## src/rtl/opd_consts.vh

```
// constants for the output driver pop-free sequencing register group
// durations are in units of 0.1 us at the nominal oscillator rate
`ifndef OPD_CONSTS_VH
`define OPD_CONSTS_VH

// register offsets (page already selected outside)
`define OPD_ADDR_POP      8'h21
`define OPD_ADDR_WAIT     8'h22
`define OPD_ADDR_ROUTE    8'h23

// reset values
`define OPD_RST_POP       8'h3e
`define OPD_RST_WAIT      8'h00
`define OPD_RST_ROUTE     8'h00

// field positions, pop removal register
`define OPD_POP_ORDER     7
`define OPD_POP_DLY_HI    6
`define OPD_POP_DLY_LO    3
`define OPD_POP_STEP_HI   2
`define OPD_POP_STEP_LO   1
`define OPD_POP_CM        0

// field positions, wait register
`define OPD_WAIT_HI       6
`define OPD_WAIT_LO       4

// field positions, routing register
`define OPD_RT_DACL_HI    7
`define OPD_RT_DACL_LO    6
`define OPD_RT_MICL_LM    5
`define OPD_RT_MICR_LM    4
`define OPD_RT_DACR_HI    3
`define OPD_RT_DACR_LO    2
`define OPD_RT_MICR_RM    1
`define OPD_RT_DIFF       0

// routing codes
`define OPD_ROUTE_MIXER   2'h1
`define OPD_ROUTE_DIRECT  2'h2

// nominal oscillator rate in kHz and time unit divisor (0.1 us)
`define OPD_OSC_KHZ       64'd8200
`define OPD_UNIT_DIV      64'd10000

// driver power-on times, 0.1 us units
`define OPD_PON_T0        64'd0
`define OPD_PON_T1        64'd153
`define OPD_PON_T3        64'd15300
`define OPD_PON_T4        64'd153000
`define OPD_PON_T5        64'd762000
`define OPD_PON_T6        64'd1530000
`define OPD_PON_T7        64'd3040000
`define OPD_PON_T8        64'd6100000
`define OPD_PON_T9        64'd30400000
`define OPD_PON_T11       64'd61000000

// ramp-up step times, 0.1 us units
`define OPD_STEP_T1       64'd9800
`define OPD_STEP_T2       64'd19500
`define OPD_STEP_T3       64'd39000

// speaker power-up wait times, 0.1 us units
`define OPD_SPK_T1        64'd30400
`define OPD_SPK_T2        64'd76200
`define OPD_SPK_T3        64'd122000
`define OPD_SPK_T4        64'd153000
`define OPD_SPK_T5        64'd198000
`define OPD_SPK_T6        64'd244000
`define OPD_SPK_T7        64'd305000

`endif

```

## src/rtl/opd_output_driver.v

```verilog
// register group and power sequencer for headphone and speaker drivers
// assumes register port is page-qualified outside; oscTick is the oscillator rate as an enable
`timescale 1ns/1ps
`include "opd_consts.vh"

// Summary of operation
// - order clear: DAC off with amplifiers
// - order set: DAC off after amplifiers off
// - four-bit power-on delay, reset 0111
// - durations scale with real oscillator rate
// - two-bit ramp step time, reset 11
// - common-mode from supply divider when zero
// - three-bit speaker wait, reset 000
// - left converter routing select
// - left mic to left mixer
// - right mic to left mixer
// - right converter routing select
// - right mic to right mixer
// - left headphone feeds right for differential
// - headphone power bits start delay and ramp
module opd_output_driver #(
    parameter [63:0] OSC_KHZ = `OPD_OSC_KHZ,
    parameter        TW      = 26
) (
    // clock and reset
    input  wire       clk,
    input  wire       rst,
    // register port
    input  wire [7:0] regAddr,
    input  wire       regWrEn,
    input  wire [7:0] regWrData,
    input  wire       regRdEn,
    output reg  [7:0] regRdData,
    // oscillator and power requests
    input  wire       oscTick,
    input  wire       hpLeftPowerReq,
    input  wire       hpRightPowerReq,
    input  wire       spkPowerReq,
    input  wire       dacPowerReq,
    input  wire       swPowerDown,
    input  wire       gainApplied,
    input  wire       ampsOff,
    // driver control
    output reg        hpLeftPowerOn,
    output reg        hpRightPowerOn,
    output reg        hpRampStep,
    output reg        spkPowerOn,
    output reg        dacPowerOn,
    output reg        cmFromDivider,
    // routing
    output reg        dacLeftToMixer,
    output reg        dacLeftToHp,
    output reg        micLeftToLeftMixer,
    output reg        micRightToLeftMixer,
    output reg        dacRightToMixer,
    output reg        dacRightToHp,
    output reg        micRightToRightMixer,
    output reg        hpLeftToRightDiff
);

    localparam [1:0] ST_IDLE  = 2'h0;
    localparam [1:0] ST_DELAY = 2'h1;
    localparam [1:0] ST_RAMP  = 2'h2;
    localparam [1:0] ST_ON    = 2'h3;
    reg  [7:0]    popReg;
    reg  [7:0]    waitReg;
    reg  [7:0]    routeReg;
    reg  [1:0]    state;
    reg  [1:0]    next_state;
    reg           podStart;
    reg           stepStart;
    reg           spkStart;
    reg           spkReqLast;
    wire          podDone;
    wire          stepDone;
    wire          spkDone;
    wire          spkBusy;
    wire          anyHpReq = hpLeftPowerReq | hpRightPowerReq;

    // oscillator ticks for a time in 0.1 us, rounded up so the duration is met
    function [TW-1:0] ticks;
        input [63:0] t;
        reg   [63:0] n;
        begin
            n     = (t * OSC_KHZ + `OPD_UNIT_DIV - 64'd1) / `OPD_UNIT_DIV;
            ticks = n[TW-1:0];
        end
    endfunction
    function [TW-1:0] ponTicks;
        input [3:0] code;
        begin
            case (code)
                4'h0:    ponTicks = ticks(`OPD_PON_T0);
                4'h1:    ponTicks = ticks(`OPD_PON_T1);
                4'h2:    ponTicks = ticks(`OPD_PON_T1);
                4'h3:    ponTicks = ticks(`OPD_PON_T3);
                4'h4:    ponTicks = ticks(`OPD_PON_T4);
                4'h5:    ponTicks = ticks(`OPD_PON_T5);
                4'h6:    ponTicks = ticks(`OPD_PON_T6);
                4'h7:    ponTicks = ticks(`OPD_PON_T7);
                4'h8:    ponTicks = ticks(`OPD_PON_T8);
                4'h9:    ponTicks = ticks(`OPD_PON_T9);
                4'ha:    ponTicks = ticks(`OPD_PON_T9);
                default: ponTicks = ticks(`OPD_PON_T11);
            endcase
        end
    endfunction

    function [TW-1:0] stepTicks;
        input [1:0] code;
        begin
            case (code)
                2'h1:    stepTicks = ticks(`OPD_STEP_T1);
                2'h2:    stepTicks = ticks(`OPD_STEP_T2);
                2'h3:    stepTicks = ticks(`OPD_STEP_T3);
                default: stepTicks = {TW{1'b0}};
            endcase
        end
    endfunction

    // printed table repeats two codes; taken as ascending order of codes
    function [TW-1:0] spkTicks;
        input [2:0] code;
        begin
            case (code)
                3'h1:    spkTicks = ticks(`OPD_SPK_T1);
                3'h2:    spkTicks = ticks(`OPD_SPK_T2);
                3'h3:    spkTicks = ticks(`OPD_SPK_T3);
                3'h4:    spkTicks = ticks(`OPD_SPK_T4);
                3'h5:    spkTicks = ticks(`OPD_SPK_T5);
                3'h6:    spkTicks = ticks(`OPD_SPK_T6);
                3'h7:    spkTicks = ticks(`OPD_SPK_T7);
                default: spkTicks = {TW{1'b0}};
            endcase
        end
    endfunction

    ////////////////////////////////////////////////////////////////////////////
    // register file; reserved bits are stored as written
    always @(posedge clk or posedge rst) begin
        if (rst) begin
            popReg    <= `OPD_RST_POP;
            waitReg   <= `OPD_RST_WAIT;
            routeReg  <= `OPD_RST_ROUTE;
            regRdData <= 8'h00;
        end else begin
            if (regWrEn) begin
                case (regAddr)
                    `OPD_ADDR_POP:   popReg   <= regWrData;
                    `OPD_ADDR_WAIT:  waitReg  <= regWrData;
                    `OPD_ADDR_ROUTE: routeReg <= regWrData;
                    default:         ;
                endcase
            end
            if (regRdEn) begin
                case (regAddr)
                    `OPD_ADDR_POP:   regRdData <= popReg;
                    `OPD_ADDR_WAIT:  regRdData <= waitReg;
                    `OPD_ADDR_ROUTE: regRdData <= routeReg;
                    default:         regRdData <= 8'h00;
                endcase
            end
        end
    end

    ////////////////////////////////////////////////////////////////////////////
    // routing and common-mode decode; reserved route code 11 drives nothing
    always @(posedge clk or posedge rst) begin
        if (rst) begin
            cmFromDivider        <= 1'b1;
            dacLeftToMixer       <= 1'b0;
            dacLeftToHp          <= 1'b0;
            micLeftToLeftMixer   <= 1'b0;
            micRightToLeftMixer  <= 1'b0;
            dacRightToMixer      <= 1'b0;
            dacRightToHp         <= 1'b0;
            micRightToRightMixer <= 1'b0;
            hpLeftToRightDiff    <= 1'b0;
        end else begin
            cmFromDivider        <= ~popReg[`OPD_POP_CM];
            dacLeftToMixer       <= routeReg[`OPD_RT_DACL_HI:`OPD_RT_DACL_LO] == `OPD_ROUTE_MIXER;
            dacLeftToHp          <= routeReg[`OPD_RT_DACL_HI:`OPD_RT_DACL_LO] == `OPD_ROUTE_DIRECT;
            micLeftToLeftMixer   <= routeReg[`OPD_RT_MICL_LM];
            micRightToLeftMixer  <= routeReg[`OPD_RT_MICR_LM];
            dacRightToMixer      <= routeReg[`OPD_RT_DACR_HI:`OPD_RT_DACR_LO] == `OPD_ROUTE_MIXER;
            dacRightToHp         <= routeReg[`OPD_RT_DACR_HI:`OPD_RT_DACR_LO] == `OPD_ROUTE_DIRECT;
            micRightToRightMixer <= routeReg[`OPD_RT_MICR_RM];
            hpLeftToRightDiff    <= routeReg[`OPD_RT_DIFF];
        end
    end

    ////////////////////////////////////////////////////////////////////////////
    // timers; all count oscillator ticks so durations follow its real rate
    opd_timer #(.W(TW)) podTimer (
        .clk     (clk),
        .rst     (rst),
        .start   (podStart),
        .count   (ponTicks(popReg[`OPD_POP_DLY_HI:`OPD_POP_DLY_LO])),
        .oscTick (oscTick),
        .busy    (),
        .done    (podDone)
    );
    opd_timer #(.W(TW)) stepTimer (
        .clk     (clk),
        .rst     (rst),
        .start   (stepStart),
        .count   (stepTicks(popReg[`OPD_POP_STEP_HI:`OPD_POP_STEP_LO])),
        .oscTick (oscTick),
        .busy    (),
        .done    (stepDone)
    );
    opd_timer #(.W(TW)) spkTimer (
        .clk     (clk),
        .rst     (rst),
        .start   (spkStart),
        .count   (spkTicks(waitReg[`OPD_WAIT_HI:`OPD_WAIT_LO])),
        .oscTick (oscTick),
        .busy    (spkBusy),
        .done    (spkDone)
    );

    ////////////////////////////////////////////////////////////////////////////
    // headphone sequence: power-on delay, then gain ramp steps until applied
    always @* begin
        next_state = state;
        podStart   = 1'b0;
        stepStart  = 1'b0;
        if (swPowerDown || !anyHpReq) begin
            next_state = ST_IDLE;
        end else begin
            case (state)
                ST_IDLE: begin
                    podStart   = 1'b1;
                    next_state = ST_DELAY;
                end
                ST_DELAY: begin
                    if (podDone) begin
                        stepStart  = 1'b1;
                        next_state = ST_RAMP;
                    end
                end
                ST_RAMP: begin
                    if (gainApplied) begin
                        next_state = ST_ON;
                    end else if (stepDone) begin
                        stepStart = 1'b1;
                    end
                end
                ST_ON:   next_state = ST_ON;
                default: next_state = ST_IDLE;
            endcase
        end
    end

    always @(posedge clk or posedge rst) begin
        if (rst) begin
            state          <= ST_IDLE;
            hpLeftPowerOn  <= 1'b0;
            hpRightPowerOn <= 1'b0;
            hpRampStep     <= 1'b0;
        end else begin
            state          <= next_state;
            hpRampStep     <= (state == ST_RAMP) && stepDone && !swPowerDown && anyHpReq;
            hpLeftPowerOn  <= hpLeftPowerReq && !swPowerDown && (next_state == ST_RAMP || next_state == ST_ON);
            hpRightPowerOn <= hpRightPowerReq && !swPowerDown && (next_state == ST_RAMP || next_state == ST_ON);
        end
    end

    ////////////////////////////////////////////////////////////////////////////
    // speaker wait and converter power-down ordering
    always @(posedge clk or posedge rst) begin
        if (rst) begin
            spkReqLast <= 1'b0;
            spkStart   <= 1'b0;
            spkPowerOn <= 1'b0;
            dacPowerOn <= 1'b0;
        end else begin
            spkReqLast <= spkPowerReq;
            spkStart   <= spkPowerReq && !spkReqLast && !swPowerDown;
            if (swPowerDown || !spkPowerReq) begin
                spkPowerOn <= 1'b0;
            end else if (spkDone && !spkBusy) begin
                spkPowerOn <= 1'b1;
            end
            if (!swPowerDown) begin
                dacPowerOn <= dacPowerReq;
            end else if (!popReg[`OPD_POP_ORDER] || ampsOff) begin
                dacPowerOn <= 1'b0;
            end
        end
    end

endmodule

```

## src/rtl/opd_timer.v

```verilog
// down-counter of oscillator ticks with a done pulse
// assumes oscTick is a one-cycle enable synchronous to clk
`timescale 1ns/1ps
module opd_timer #(
    parameter W = 26
) (
    // clock and reset
    input  wire         clk,
    input  wire         rst,
    // control
    input  wire         start,
    input  wire [W-1:0] count,
    input  wire         oscTick,
    // status
    output reg          busy,
    output reg          done
);

    reg [W-1:0] remain;

    always @(posedge clk or posedge rst) begin
        if (rst) begin
            remain <= {W{1'b0}};
            busy   <= 1'b0;
            done   <= 1'b0;
        end else begin
            done <= 1'b0;
            if (start) begin
                remain <= count;
                busy   <= 1'b1;
            end else if (busy) begin
                if (remain == {W{1'b0}}) begin
                    busy <= 1'b0;
                    done <= 1'b1;
                end else if (oscTick) begin
                    remain <= remain - {{(W-1){1'b0}}, 1'b1};
                end
            end
        end
    end

endmodule

```

## config.mk

```make
export PLATFORM = sky130hd
export DESIGN_NAME = opd_output_driver
export DESIGN_NICKNAME = d
export VERILOG_FILES = /design/src/rtl/opd_output_driver.v /design/src/rtl/opd_timer.v
export VERILOG_INCLUDE_DIRS = /design/src /design/src/rtl
export SDC_FILE = /design/constraint.sdc
export NUM_CORES = 1
export LEC_CHECK = 0
export BUFFER_PORTS_ARGS = -buffer_cell sky130_fd_sc_hd__clkbuf_2
export CORE_MARGIN = 3
export CORE_UTILIZATION = 30
export CTS_BUF_LIST = sky130_fd_sc_hd__clkbuf_4 sky130_fd_sc_hd__clkbuf_8
export DETAILED_ROUTE_END_ITERATION = 8
export SYNTH_ARGS = -nofsm -noshare
export SYNTH_HDL_FRONTEND = slang
export SYNTH_SLANG_ARGS = --single-unit
```

## constraint.sdc

```tcl
create_clock -name clk -period 5.9 [get_ports clk]
set_clock_uncertainty 0.05 [all_clocks]
set_input_delay 0.885 -clock clk [delete_from_list [all_inputs] [get_ports clk]]
set_output_delay 0.885 -clock clk [all_outputs]
set_load 0.01 [all_outputs]
```

# Yosys cells after proc, flatten, opt, wreduce, memory -nomap -nowiden
# Memory sizes are Yosys's and may differ from the RTL's.
# Index checks and enable logic that the tools add are counted.
[totals]
reg_bits = 134
romBits = 400
inputBits = 28
output_inout_bits = 22
wordCells = 147
n_memories = 1
[mem_list]
columns = ["name", "words", "width", "rd", "rd_clocked_by_memory_dff", "wr", "line_no", "rtl"]
rows = [
  ["(name not given)", 16, 25, 1, 0, 0, "opd_output_driver.v:92", "case (code)"],
]
[classes]
addsub = 3
n_eq_ne = 26
mux = 48
bitwise = 2
n_reduce_logical = 37
[op_table]
columns = ["operator", "count"]
rows = [
  ["$mux 26", 12],
  ["$pmux 18 s7", 1],
  ["$logic_not 26->1", 3],
  ["$sub 26x1->26 const B", 3],
  ["$pmux 15 s3", 1],
  ["$mux 1", 28],
  ["$eq 8x6->1 const B", 3],
  ["$pmux 8 s3", 1],
  ["$eq 2x2->1 const B", 8],
  ["$reduce_bool 2->1", 7],
  ["$eq 3x3->1 const B", 4],
  ["$logic_and 1x1->1", 10],
  ["$reduce_and 3->1", 3],
  ["$eq 2x1->1 const B", 4],
  ["$pmux 2 s4", 1],
  ["$eq 3x2->1 const B", 2],
  ["$logic_not 1->1", 6],
  ["$mux 2", 3],
  ["$ne 2x2->1 const B", 3],
  ["$reduce_and 2->1", 3],
  ["$logic_or 1x1->1", 4],
  ["$eq 3x1->1 const B", 1],
  ["$logic_not 2->1", 1],
  ["$ne 2x1->1 const B", 1],
  ["3 further kinds", 3],
]

# Depth between registers and ports, before layout
# Gate-level depths: netlist of the first run.
[logic_depth]
depth_word = 7
mapped_depth = 9
depth_no_buf = 7

# Cells and area by module
# From an unflattened synthesis of the first run, not the netlist that was laid out.
[hier_totals]
cells_unflattened = 822
area_unflattened_um2 = 7955.1
[by_module_without_submodules]
columns = ["module", "instances", "cells_per_inst", "area_per_inst_um2", "seq_area_each_um2"]
rows = [
  ["opd_timer at podTimer ...", 2, 187, 1721.7, 700.7],
  ["opd_output_driver", 1, 249, 2663.8, 1258.7],
  ["opd_timer at stepTimer", 1, 199, 1848.0, 700.7],
]

# Worst setup path after synthesis of the first run
# No wires, ideal clock.
[synth_timing]
kind = "in2reg"
from = "input port regAddr[4]"
to = "register routeReg[0]"
setup_time_ps = 125
t_arrival_ps = 2519
required_time_ps = 5725
setup_slack_ps = 3206
cell_stages = 5
path_buffers = 0
path_cell_list = "or4b_1 nor3_1 nand3_1 nor2_1 mux2_2"
[synth_between]
elab_chain_len = 2
[synth_rtl]
columns = ["item", "line_no", "rtl"]
rows = [
  ["start: declaration", "opd_output_driver.v:29", "input wire [7:0] regAddr,"],
  ["$eq 8x6->1", "opd_output_driver.v:148", "case (regAddr)"],
  ["$reduce_and 2->1 (no line)", "-", ""],
  ["end signal: assignment", "opd_output_driver.v:144", "routeReg <= `OPD_RST_ROUTE;"],
  ["end signal: assignment", "opd_output_driver.v:151", "`OPD_ADDR_ROUTE: routeReg <= regWrData;"],
  ["end: declaration", "opd_output_driver.v:67", "reg [7:0] routeReg;"],
]
# Every way passes these cells.
# A chain may end at the register's enable or synchronous reset.

# Worst setup path after layout of the first run
[layout_timing]
from = "register spkTimer.remain[10]"
to = "register spkTimer.remain[10]"
[layout_between]
elab_chain_len = 5
word_cells_on_any_way = 8
[layout_rtl]
columns = ["item", "line_no", "rtl"]
rows = [
  ["start: declaration", "opd_timer.v:19", "reg [W-1:0] remain;"],
  ["start signal: assignment", "opd_timer.v:23", "remain <= {W{1'b0}};"],
  ["start signal: assignment", "opd_timer.v:29", "remain <= count;"],
  ["start signal: assignment", "opd_timer.v:36", "remain <= remain - {{(W-1){1'b0}}, 1'b1};"],
  ["$sub 26x1->26", "opd_timer.v:36", ""],
  ["$mux 26", "opd_timer.v:35", "end else if (oscTick) begin"],
  ["$mux 26", "opd_timer.v:32", "if (remain == {W{1'b0}}) begin"],
  ["$mux 26", "opd_timer.v:31", "end else if (busy) begin"],
  ["$mux 26", "opd_timer.v:28", "if (start) begin"],
]
# Several ways; a longest one is shown, not always the timed one. The select of a mux whose other input is x is not followed.

==> flow_metrics.env, run 1 <==
export IMPL_synth_seq_cells=134
export IMPL_hold_path_endpoint="spkStart"
export IMPL_synthFlopType="dfrtp_1"
export IMPL_dieArea_mm2=0.02657
export IMPL_num_rows=56
export IMPL_grt_max_degree=79
export IMPL_initialDrtViolationCount=412
export IMPL_drive_above_1_share_pct=17.31
export IMPL_status="finished, final reports clean"
export IMPL_cts_max_path_buffers=2
export IMPL_max_slew_margin_rel_pct=29.51
export IMPL_holdBufCountCts=0
export IMPL_maxCapViolations=0
export IMPL_synthTopCellsByArea="dfrtp_1, mux2_2, ha_1, nor2_1, a31oi_1"
export IMPL_slew_viol_final=0
export IMPL_leakage_nw=3.511
export IMPL_synth_top_cell_by_area="dfrtp_1"
export IMPL_place_congestion=0.8669
export IMPL_cp_end_kind="flop"
export IMPL_drcViolationCount=0
export IMPL_cts_root_buf="clkbuf_8"
export IMPL_yosysWarnings=0
export IMPL_seq_area_mm2=0.003361
export IMPL_synth_cells=763
export IMPL_synth_top_area_share_pct=43.31
export IMPL_power_density_mw_per_mm2=314.7
export IMPL_dp_hpwl_um=12630
export IMPL_core_mm2=0.02382
export IMPL_start_util_pct=31.05
export IMPL_via_count=6048
export IMPL_diodes=0
export IMPL_grt_overflow=0
export IMPL_cts_made_buffers=17
export IMPL_r2r_start="spkTimer.remain[10]"
export IMPL_fin_nets=842
export IMPL_r2r_slack_ns=3.28
export IMPL_hold_start="spkReqLast"
export IMPL_ant_nets=0
export IMPL_wl_per_cell_um=16.18
export IMPL_clkTransAtPathRegs_ns=0.08
export IMPL_worstSetupPathType="flop to flop"
export IMPL_multiInputGateArea_mm2=0.003726
export IMPL_post_route_min_period_ns=2.623
export IMPL_n_fill_cell=2433
export IMPL_cp_slowest_cell="or4b_1"
export IMPL_r2r_end="spkTimer.remain[10]"
export IMPL_cp_buffers_inverters=0
export IMPL_hold_class="flop to flop"
export IMPL_clk_latency_ns=0.45
export IMPL_grt_util_all_layers_pct=14.24
export IMPL_die_h_um=163.0
export IMPL_grt_pass1_vias=5849
export IMPL_power_mw=2.634
export IMPL_rsz0062_at_grt="false"
export IMPL_dr_pass1_iters=5
export IMPL_tritoncts="yes"
export IMPL_syn_nets=809
export IMPL_path_delay_family="simple AND/OR/NAND/NOR gates"
export IMPL_cts_resized=0
export IMPL_finalHoldViolations=0
export IMPL_ff2ff_path_depth=5
export IMPL_synth_top_cells_by_count="dfrtp_1, nor2_1, nand2_1, inv_1, a21oi_1"
export IMPL_finalSetupViolCount=0
export IMPL_area_growth_pct=13.18
export IMPL_async_reset_ff_share_pct=100.0
export IMPL_seq_area_frac_synth_pct=45.44
export IMPL_die_x_um=163.0
export IMPL_start_kind="flop"
export IMPL_path_max_fanout=17
export IMPL_synth_edf_count=0
export IMPL_grt_pass1_wl_um=30540
export IMPL_syn_cell_area_mm2=0.007396
export IMPL_syn_avg_cell_area_um2=9.693
export IMPL_viasPerCell=5.362
export IMPL_fmax_ghz=0.3813
export IMPL_critPathArrivalTime_ns=2.90
export IMPL_whs_path_depth=1
export IMPL_antenna_found_initial=0
export IMPL_post_route_period_util_pct=44.45
export IMPL_htreeDepth=4
export IMPL_yosysUniqueCellTypes=72
export IMPL_clock_sinks=134
export IMPL_ios=50
export IMPL_synth_most_common_cell="dfrtp_1"
export IMPL_path_cells="or4_4 -> or4b_1 -> o21ai_1 -> nor4_1 -> a311o_1"
export IMPL_wl_um=18260
export IMPL_setup_tns_final_ns=0
export IMPL_port_buffers=49
export IMPL_required_ns=6.18
export IMPL_post_cts_buffers=0
export IMPL_tightest_slew_ns=1.049
export IMPL_cp_slowest_stage_delay_ns=0.81
export IMPL_ir_drop_mv=0.1738
how the worst max path moves through the flow:
stage | slack [ns] | cells after the start | from | to
floorplan | 1.39 | 1 | rst | dacLeftToHp
global placement | 2.85 | 6 | regAddr[4] | popReg[6]
detailed placement | 2.82 | 6 | regAddr[4] | popReg[7]
CTS | 3.29 | 5 | spkTimer.remain[10] | spkTimer.remain[10]
global route | 3.10 | 7 | podTimer.remain[0] | podTimer.remain[12]
finish | 3.28 | 5 | spkTimer.remain[10] | spkTimer.remain[10]
cells by family after synthesis:
group	after synthesis	synth area share, %
buffers and inverters	75	4.179
and+or+nand+nor	275	21.21
muxes	29	4.348
DFF	134	45.44
adders and majority gates	18	3.045
xor gates and xnor gates	38	4.500
AOI/OAI and AO/OA	194	17.27
registers in the layout (all words and copies together) (netlist names), 2 cells and up:
name / cells
podTimer.remain: 26
popReg: 8
regRdData: 8
routeReg: 8
spkTimer.remain: 26
state: 2
stepTimer.remain: 26
waitReg: 8
metrics by stage:
stage,instances,utilization [%],setup slack [ns],hold WS (ns),cell area (um^2)
6_report,1128,35.14,3.277,0.3439,8371
5_1_grt,1128,35.14,3.098,0.3561,8371
4_1_cts,1128,35.14,3.290,0.3481,8371
3_5_place_dp,1096,33.17,2.816,0.3375,7901
3_3_place_gp,1096,33.17,2.849,0.3314,7901
2_1_floorplan,763,-,1.392,0.3159,7396
power by group:
| group | internal, mW | leakage [nW] | total [mW] | switching, mW |
|---|---|---|---|---|
| registers | 1.05 | 1.70 | 1.21 | 0.153 |
| logic | 0.227 | 1.58 | 0.522 | 0.295 |
| clock network | 0.530 | 0.228 | 0.907 | 0.377 |
cell usage in the layout, fill, tap and decap left out, types with 6 or more instances in the layout:
cell and instances:
o21ai_0 31, a21oi_1 33, dfstp_2 6, mux2_2 25, clkbuf_8 19, nand2b_1 7, nand4b_1 7, xor2_1 20
inv_1 35, nor2b_1 7, ha_1 18, or4_1 17, o22ai_1 9, o31ai_1 12, nor4_1 14, o211ai_1 7
nand4_1 8, nor2_1 58, and3_1 11, xnor2_1 18, nor3_1 22, dfrtp_1 128, nand2_1 43, o21ai_1 16
and2_1 10, or3_1 19, clkbuf_2 49, a22oi_1 8, a31oi_1 30, nand3_1 18
worst register-to-register path, cell delays in order (launching register included):
cell and delay (ns):
dfrtp_1 0.41, or4_4 0.56, or4b_1 0.81, o21ai_1 0.32, nor4_1 0.08, a311o_1 0.27
layout make-up:
cell class / count / area share [%]
Timing Repair Buffer: 53 / 3.288
Clock buffer: 20 / 3.214
Multi-Input combinational cell: 554 / 44.51
Sequential cell: 134 / 40.15
Tap cell: 319 / 4.768
Inverter: 36 / 1.674
Clock inverter: 12 / 2.392
routing by layer:
layer | vias up | GRT usage, % | wire [um]
met2 | 146 | 22.02 | 8335
met3 | 18 | 3.449 | 854
met5 | - | 0 | 0
met4 | 0 | 3.998 | 230
li1 | 2900 | - | -
met1 | 2984 | 19.94 | 8835
Note: power is estimated with default switching activity, not from simulation.
==> inputs of run 2 (changes only) <==
==> constraint.sdc (replaced) <==
create_clock -name clk -period 2.3 [get_ports clk]
set_clock_uncertainty 0.05 [all_clocks]
set_input_delay 0.345 -clock clk [delete_from_list [all_inputs] [get_ports clk]]
set_output_delay 0.345 -clock clk [all_outputs]
set_load 0.01 [all_outputs]
==> run 2 against run 1 <==
Maximum frequency increased by 14%. First-iteration DRC count decreased by 3.6%. Combinational power increased to 3.6 times the previous value. Power increased to 2.6 times the previous value. Wire length increased by 6.2%. Worst hold slack got worse by 0.28 ns. Non-clock buffer count increased by 93. Global-route usage increased by 0.68 points.
==> flow_metrics.env, run 2 (synthesis results as in run 1) <==
export IMPL_port_buffers=49
export IMPL_max_slew_margin_rel_pct=54.51
export IMPL_ios=50
export IMPL_hold_class="primary input to flop"
export IMPL_start_util_pct=31.05
export IMPL_dr_pass1_iters=7
export IMPL_required_ns=2.60
export IMPL_dpl_cell_count=1185
export IMPL_fin_nets=936
export IMPL_postPlaceCellArea_mm2=0.008635
export IMPL_viasPerCell=5.163
export IMPL_grt_max_degree=65
export IMPL_antenna_found_initial=0
export IMPL_leakage_nw=3.987
export IMPL_ant_nets=0
export IMPL_grt_overflow=0
export IMPL_drive_above_1_share_pct=28.13
export IMPL_cts_root_buf="clkbuf_8"
export IMPL_drcViolationCount=0
export IMPL_cp_slowest_cell="or4_4"
export IMPL_fin_cells=1222
export IMPL_post_route_cell_area_mm2=0.009219
export IMPL_power_density_mw_per_mm2=757.1
export IMPL_worst_slack_ns=0.004070
export IMPL_worstSetupPathType="flop to flop"
export IMPL_clkTransAtPathRegs_ns=0.08
export IMPL_final_cell_mix="dfrtp_1, buf_4, nor2_1"
export IMPL_slew_viol_final=0
export IMPL_start_kind="flop"
export IMPL_place_congestion=0.8499
export IMPL_wl_per_cell_um=15.86
export IMPL_pre_cts_slack_ns=-0.03858
export IMPL_core_mm2=0.02382
export IMPL_htreeDepth=4
export IMPL_path_max_fanout=8
export IMPL_met3_usage_pct=3.449
export IMPL_diodes=0
export IMPL_reg_top3="podTimer.remain: 26 flops, spkTimer.remain: 26 flops, stepTimer.remain: 26 flops"
export IMPL_grt_pass1_wl_um=31770
export IMPL_tritoncts="yes"
export IMPL_dieArea_mm2=0.02657
export IMPL_final_common_cell="dfrtp_1"
export IMPL_post_route_util_pct=38.70
export IMPL_num_rows=56
export IMPL_status="finished, final reports clean"
export IMPL_top_usage_layer="met2"
export IMPL_via_count=6309
export IMPL_finalHoldViolations=0
export IMPL_clk_latency_ns=0.45
export IMPL_grtUsageMet1_pct=20.47
export IMPL_die_x_um=163.0
export IMPL_die_h_um=163.0
export IMPL_fmax_ghz=0.4356
export IMPL_met2_usage_pct=23.15
export IMPL_power_mw=6.980
export IMPL_critPathArrivalTime_ns=2.60
export IMPL_cts_made_buffers=17
export IMPL_grt_pass1_vias=6181
export IMPL_clock_sinks=134
export IMPL_maxCapViolations=0
export IMPL_dp_hpwl_um=13880
export IMPL_ir_drop_mv=0.3151
export IMPL_initialDrtViolationCount=397
export IMPL_cts_max_path_buffers=2
export IMPL_cp_slowest_stage_delay_ns=0.54
export IMPL_wl_um=19380
export IMPL_finalSetupViolCount=0
export IMPL_tightest_slew_ns=0.6793
export IMPL_post_route_min_period_ns=2.296
export IMPL_post_route_period_util_pct=99.82
export IMPL_grt_util_all_layers_pct=14.92
export IMPL_cp_end_kind="flop"
export IMPL_rsz0062_at_grt="true"
export IMPL_path_cells="inv_2 -> ha_4 -> or4b_4 -> or4_4 -> or2_4 -> a311oi_1"
export IMPL_area_growth_pct=24.65
[run 2: cell types whose count changed in the layout (fill, tap and decap cells not counted), sizes merged]
| cell | change |
|---|---|
| dlygate4sd3 | +2 |
| buf | +91 |
| bufinv | -2 |
| clkinvlp | +2 |
| or4 | +1 |
[run 2: layout make-up]
cell class	instances	area [um^2]
timing repair buffer	146	1032
tap	319	399.1
fill	2403	14600
clock buffer	20	262.8
multi-input combinational	555	3872
inverter	36	138.9
clock inverter	12	152.6
sequential	134	3361
[run 2: through the flow]
stage	setup TNS [ns]	hold WS, ns
floorplan	0	0.3159
global placement	-0.003139	0.3381
detailed placement	-0.2245	0.3384
CTS	-0.1153	0.02903
global route	-0.9547	0.04999
finish	0	0.05973
[run 2: final timing paths]
check,from,endpoint,slack (ns),cells after the start
max in group asynchronous,rst,spkTimer.remain[3],0.98,4
hold / removal,dacPowerReq,dacPowerOn,0.06,3
setup / recovery,spkTimer.remain[0],spkTimer.remain[1],0.004,6
min in group asynchronous,rst,popReg[0],0.43,3
setup reg to reg,spkTimer.remain[0],spkTimer.remain[1],0.004,6
hold reg to reg,spkReqLast,spkStart,0.35,1
[run 2: timing repair]
item	in CTS	in global routing
buffers inserted	0	2
setup endpoints to repair	14	41
gates cloned	0	1
hold buffers	2	0
resized for setup	8	24
pin swaps	0	8
endpoints found under the hold margin	18	0
[run 2: worst max-delay path, delay by kind of cell, from the launching register on]
family	cells	cell delay, ns
buffers and inverters	1	0.08
AOI/OAI and AO/OA	1	0.24
and+or+nand+nor	3	1.32
adders and majority gates	1	0.13
DFF	1	0.38
[run 2: routing by layer]
layer | share of wire (%) | up-vias
li1 | - | 3093
met1 | 47 | 3064
met2 | 46 | 129
met3 | 4.2 | 23
met4 | 2.0 | 0
met5 | 0 | -
[run 2: where the power goes]
group	internal (mW)	switching, mW	leakage [nW]
Combinational	0.916	0.974	2.08
Clock	1.12	0.958	0.202
Sequential	2.70	0.311	1.70
Total	4.74	2.24	3.99
==> inputs of run 3 (changes only) <==
==> constraint.sdc (replaced) <==
create_clock -name clk -period 2.3 [get_ports clk]
set_clock_uncertainty 0.05 [all_clocks]
set_input_delay 0.115 -clock clk [delete_from_list [all_inputs] [get_ports clk]]
set_output_delay 0.115 -clock clk [all_outputs]
set_load 0.01 [all_outputs]
==> run 3 against run 2 <==
The run now ends with setup timing left. Core utilization is 0.27 points higher. Worst setup slack worse by 0.041 ns. Cell count increased by 0.98%. First-iteration DRC count down 0.50%. Register-to-register slack lost 0.04 ns. Critical path depth up 1. Clock power fell by 6%. Non-clock buffer count rose by 11. Power fell by 1.4%. Critical path type unchanged.
==> flow_metrics.env, run 3 (synthesis results as in run 1) <==
export IMPL_status="finished with violations"
export IMPL_violations="setup timing"
export IMPL_die_x_um=163.0
export IMPL_reg_top3="podTimer.remain: 26 flops, spkTimer.remain: 26 flops, stepTimer.remain: 26 flops"
export IMPL_path_max_fanout=8
export IMPL_p_comb_share_pct=27.9
export IMPL_final_common_cell="dfrtp_1"
export IMPL_worstSetupPathType="flop to flop"
export IMPL_grt_overflow=0
export IMPL_fmax_ghz=0.4280
export IMPL_p_sw_mw=2.356
export IMPL_leakage_nw=4.019
export IMPL_finalHoldViolations=0
export IMPL_die_h_um=163.0
export IMPL_dieArea_mm2=0.02657
export IMPL_power_density_mw_per_mm2=741.1
export IMPL_slew_viol_final=0
export IMPL_num_rows=56
export IMPL_post_route_min_period_ns=2.337
export IMPL_drcViolationCount=0
export IMPL_htreeDepth=4
export IMPL_place_congestion=0.8529
export IMPL_dp_hpwl_um=13470
export IMPL_grt_pass1_vias=6151
export IMPL_dr_pass1_iters=4
export IMPL_ios=50
export IMPL_clkTransAtPathRegs_ns=0.08
export IMPL_wl_per_cell_um=15.69
export IMPL_rsz0062_at_grt="true"
export IMPL_cts_made_buffers=17
export IMPL_drive_above_1_share_pct=28.01
export IMPL_finalSetupViolCount=7
export IMPL_port_buffers=49
export IMPL_via_count=6340
export IMPL_seqPwrFrac_pct=43.7
export IMPL_grt_max_degree=135
export IMPL_grt_util_all_layers_pct=14.93
export IMPL_start_util_pct=31.05
export IMPL_clk_latency_ns=0.46
export IMPL_ant_nets=0
export IMPL_cts_max_path_buffers=2
export IMPL_max_slew_margin_rel_pct=49.68
export IMPL_wl_um=19360
export IMPL_worst_slack_ns=-0.03670
export IMPL_fin_cells=1234
export IMPL_p_int_mw=4.523
export IMPL_met3_usage_pct=2.942
export IMPL_top_usage_layer="met2"
export IMPL_critPathArrivalTime_ns=2.61
export IMPL_tritoncts="yes"
export IMPL_dpl_cell_count=1182
export IMPL_cts_root_buf="clkbuf_8"
export IMPL_viasPerCell=5.138
export IMPL_initialDrtViolationCount=395
export IMPL_clock_sinks=134
export IMPL_setup_tns_final_ns=-0.1462
export IMPL_tightest_slew_ns=0.7548
export IMPL_antenna_found_initial=1
export IMPL_final_cell_mix="dfrtp_1, buf_4, nor2_1"
export IMPL_fin_nets=947
export IMPL_core_mm2=0.02382
export IMPL_grtUsageMet1_pct=20.53
export IMPL_post_route_period_util_pct=101.6
export IMPL_clkPwrFrac_pct=28.4
export IMPL_ir_drop_mv=0.3787
export IMPL_grt_pass1_wl_um=32010
export IMPL_swShare_pct=34.25
export IMPL_area_growth_pct=25.51
export IMPL_start_kind="flop"
export IMPL_hold_class="primary input to flop"
export IMPL_n_fill_cell=2420
export IMPL_maxCapViolations=0
export IMPL_cp_end_kind="flop"
export IMPL_met2_usage_pct=23.85
export IMPL_required_ns=2.57
==> run 3: changes by cell type in the layout (fill, tap and decap cells not counted), sizes merged <==
cell and change:
diode +1, clkinvlp -3, bufinv -2, buf -3, clkinv +2, inv +6
dlygate4sd3 +14, clkbuf -3
==> run 3: final timing paths <==
path                                    start                   end  slack [ns]  depth (start not counted)
setup / recovery           spkTimer.remain[1]    spkTimer.remain[2]       -0.04                          7
setup reg to reg           spkTimer.remain[1]    spkTimer.remain[2]       -0.04                          7
min in group asynchronous                 rst          regRdData[0]        0.34                          4
max in group asynchronous                 rst  stepTimer.remain[15]        1.30                          4
hold reg to reg                     popReg[0]         cmFromDivider        0.35                          1
hold / removal                    swPowerDown              spkStart        0.06                          3
==> run 3: timing repair <==
item,4_1_cts,5_1_grt
endpoints found under the hold margin,168,0
setup buffers,0,2
setup endpoints to repair,21,39
hold buffers,16,0
gates cloned,1,0
pin swaps,0,9
resized for setup,6,28
==> run 3: power by group through the flow <==
stage,Clock [mW],Combinational (mW),Sequential [mW]
after floorplan,0,1.10,3.02
after global placement,0,1.77,3.03
after detailed placement,0,1.80,3.04
after CTS,2.01,1.86,3.00
after global routing,2.10,2.14,3.06
final,1.95,1.92,3.01
==> run 3: stage by stage <==
step                      utilization, %  setup WS (ns)  instance area, um^2  power (mW)  hold WS [ns]
after CTS                          38.47       -0.03889                 9165       6.865       0.04645
final                              38.97       -0.03670                 9283       6.879       0.06450
after floorplan                        -       0.001007                 7428       4.114       0.09643
after global routing               38.97        -0.1155                 9283       7.303       0.06140
after global placement             36.05       -0.02195                 8587       4.804        0.1927
after detailed placement           36.05       -0.05386                 8587       4.844        0.1946
==> run 3: area by class of cell <==
cell class / count / area (um^2) / share of cell area [%]
multi-input combinational: 555 / 3877 / 41.77
sequential: 134 / 3361 / 36.20
timing repair buffer: 157 / 1125 / 12.12
tap: 319 / 399.1 / 4.300
clock buffer: 17 / 234.0 / 2.521
clock inverter: 15 / 145.1 / 1.564
inverter: 36 / 138.9 / 1.496
antenna: 1 / 2.502 / 0.02696
==> run 3: layer usage <==
metal / wire length [um] / vias to the layer above / share of wire, %
met1: 9393 / 3102 / 49
met5: 0 / - / 0
met3: 602 / 22 / 3.1
met2: 9058 / 92 / 47
met4: 304 / 0 / 1.6
li1: - / 3124 / -
==> run 3: worst max-delay path, stage by stage (launching register included) <==
cell and delay (ns):
dfrtp_1 0.38, inv_1 0.09, ha_4 0.14, or4b_4 0.51, or4_4 0.53, o211ai_2 0.22, xor2_1 0.19, a21oi_1 0.08
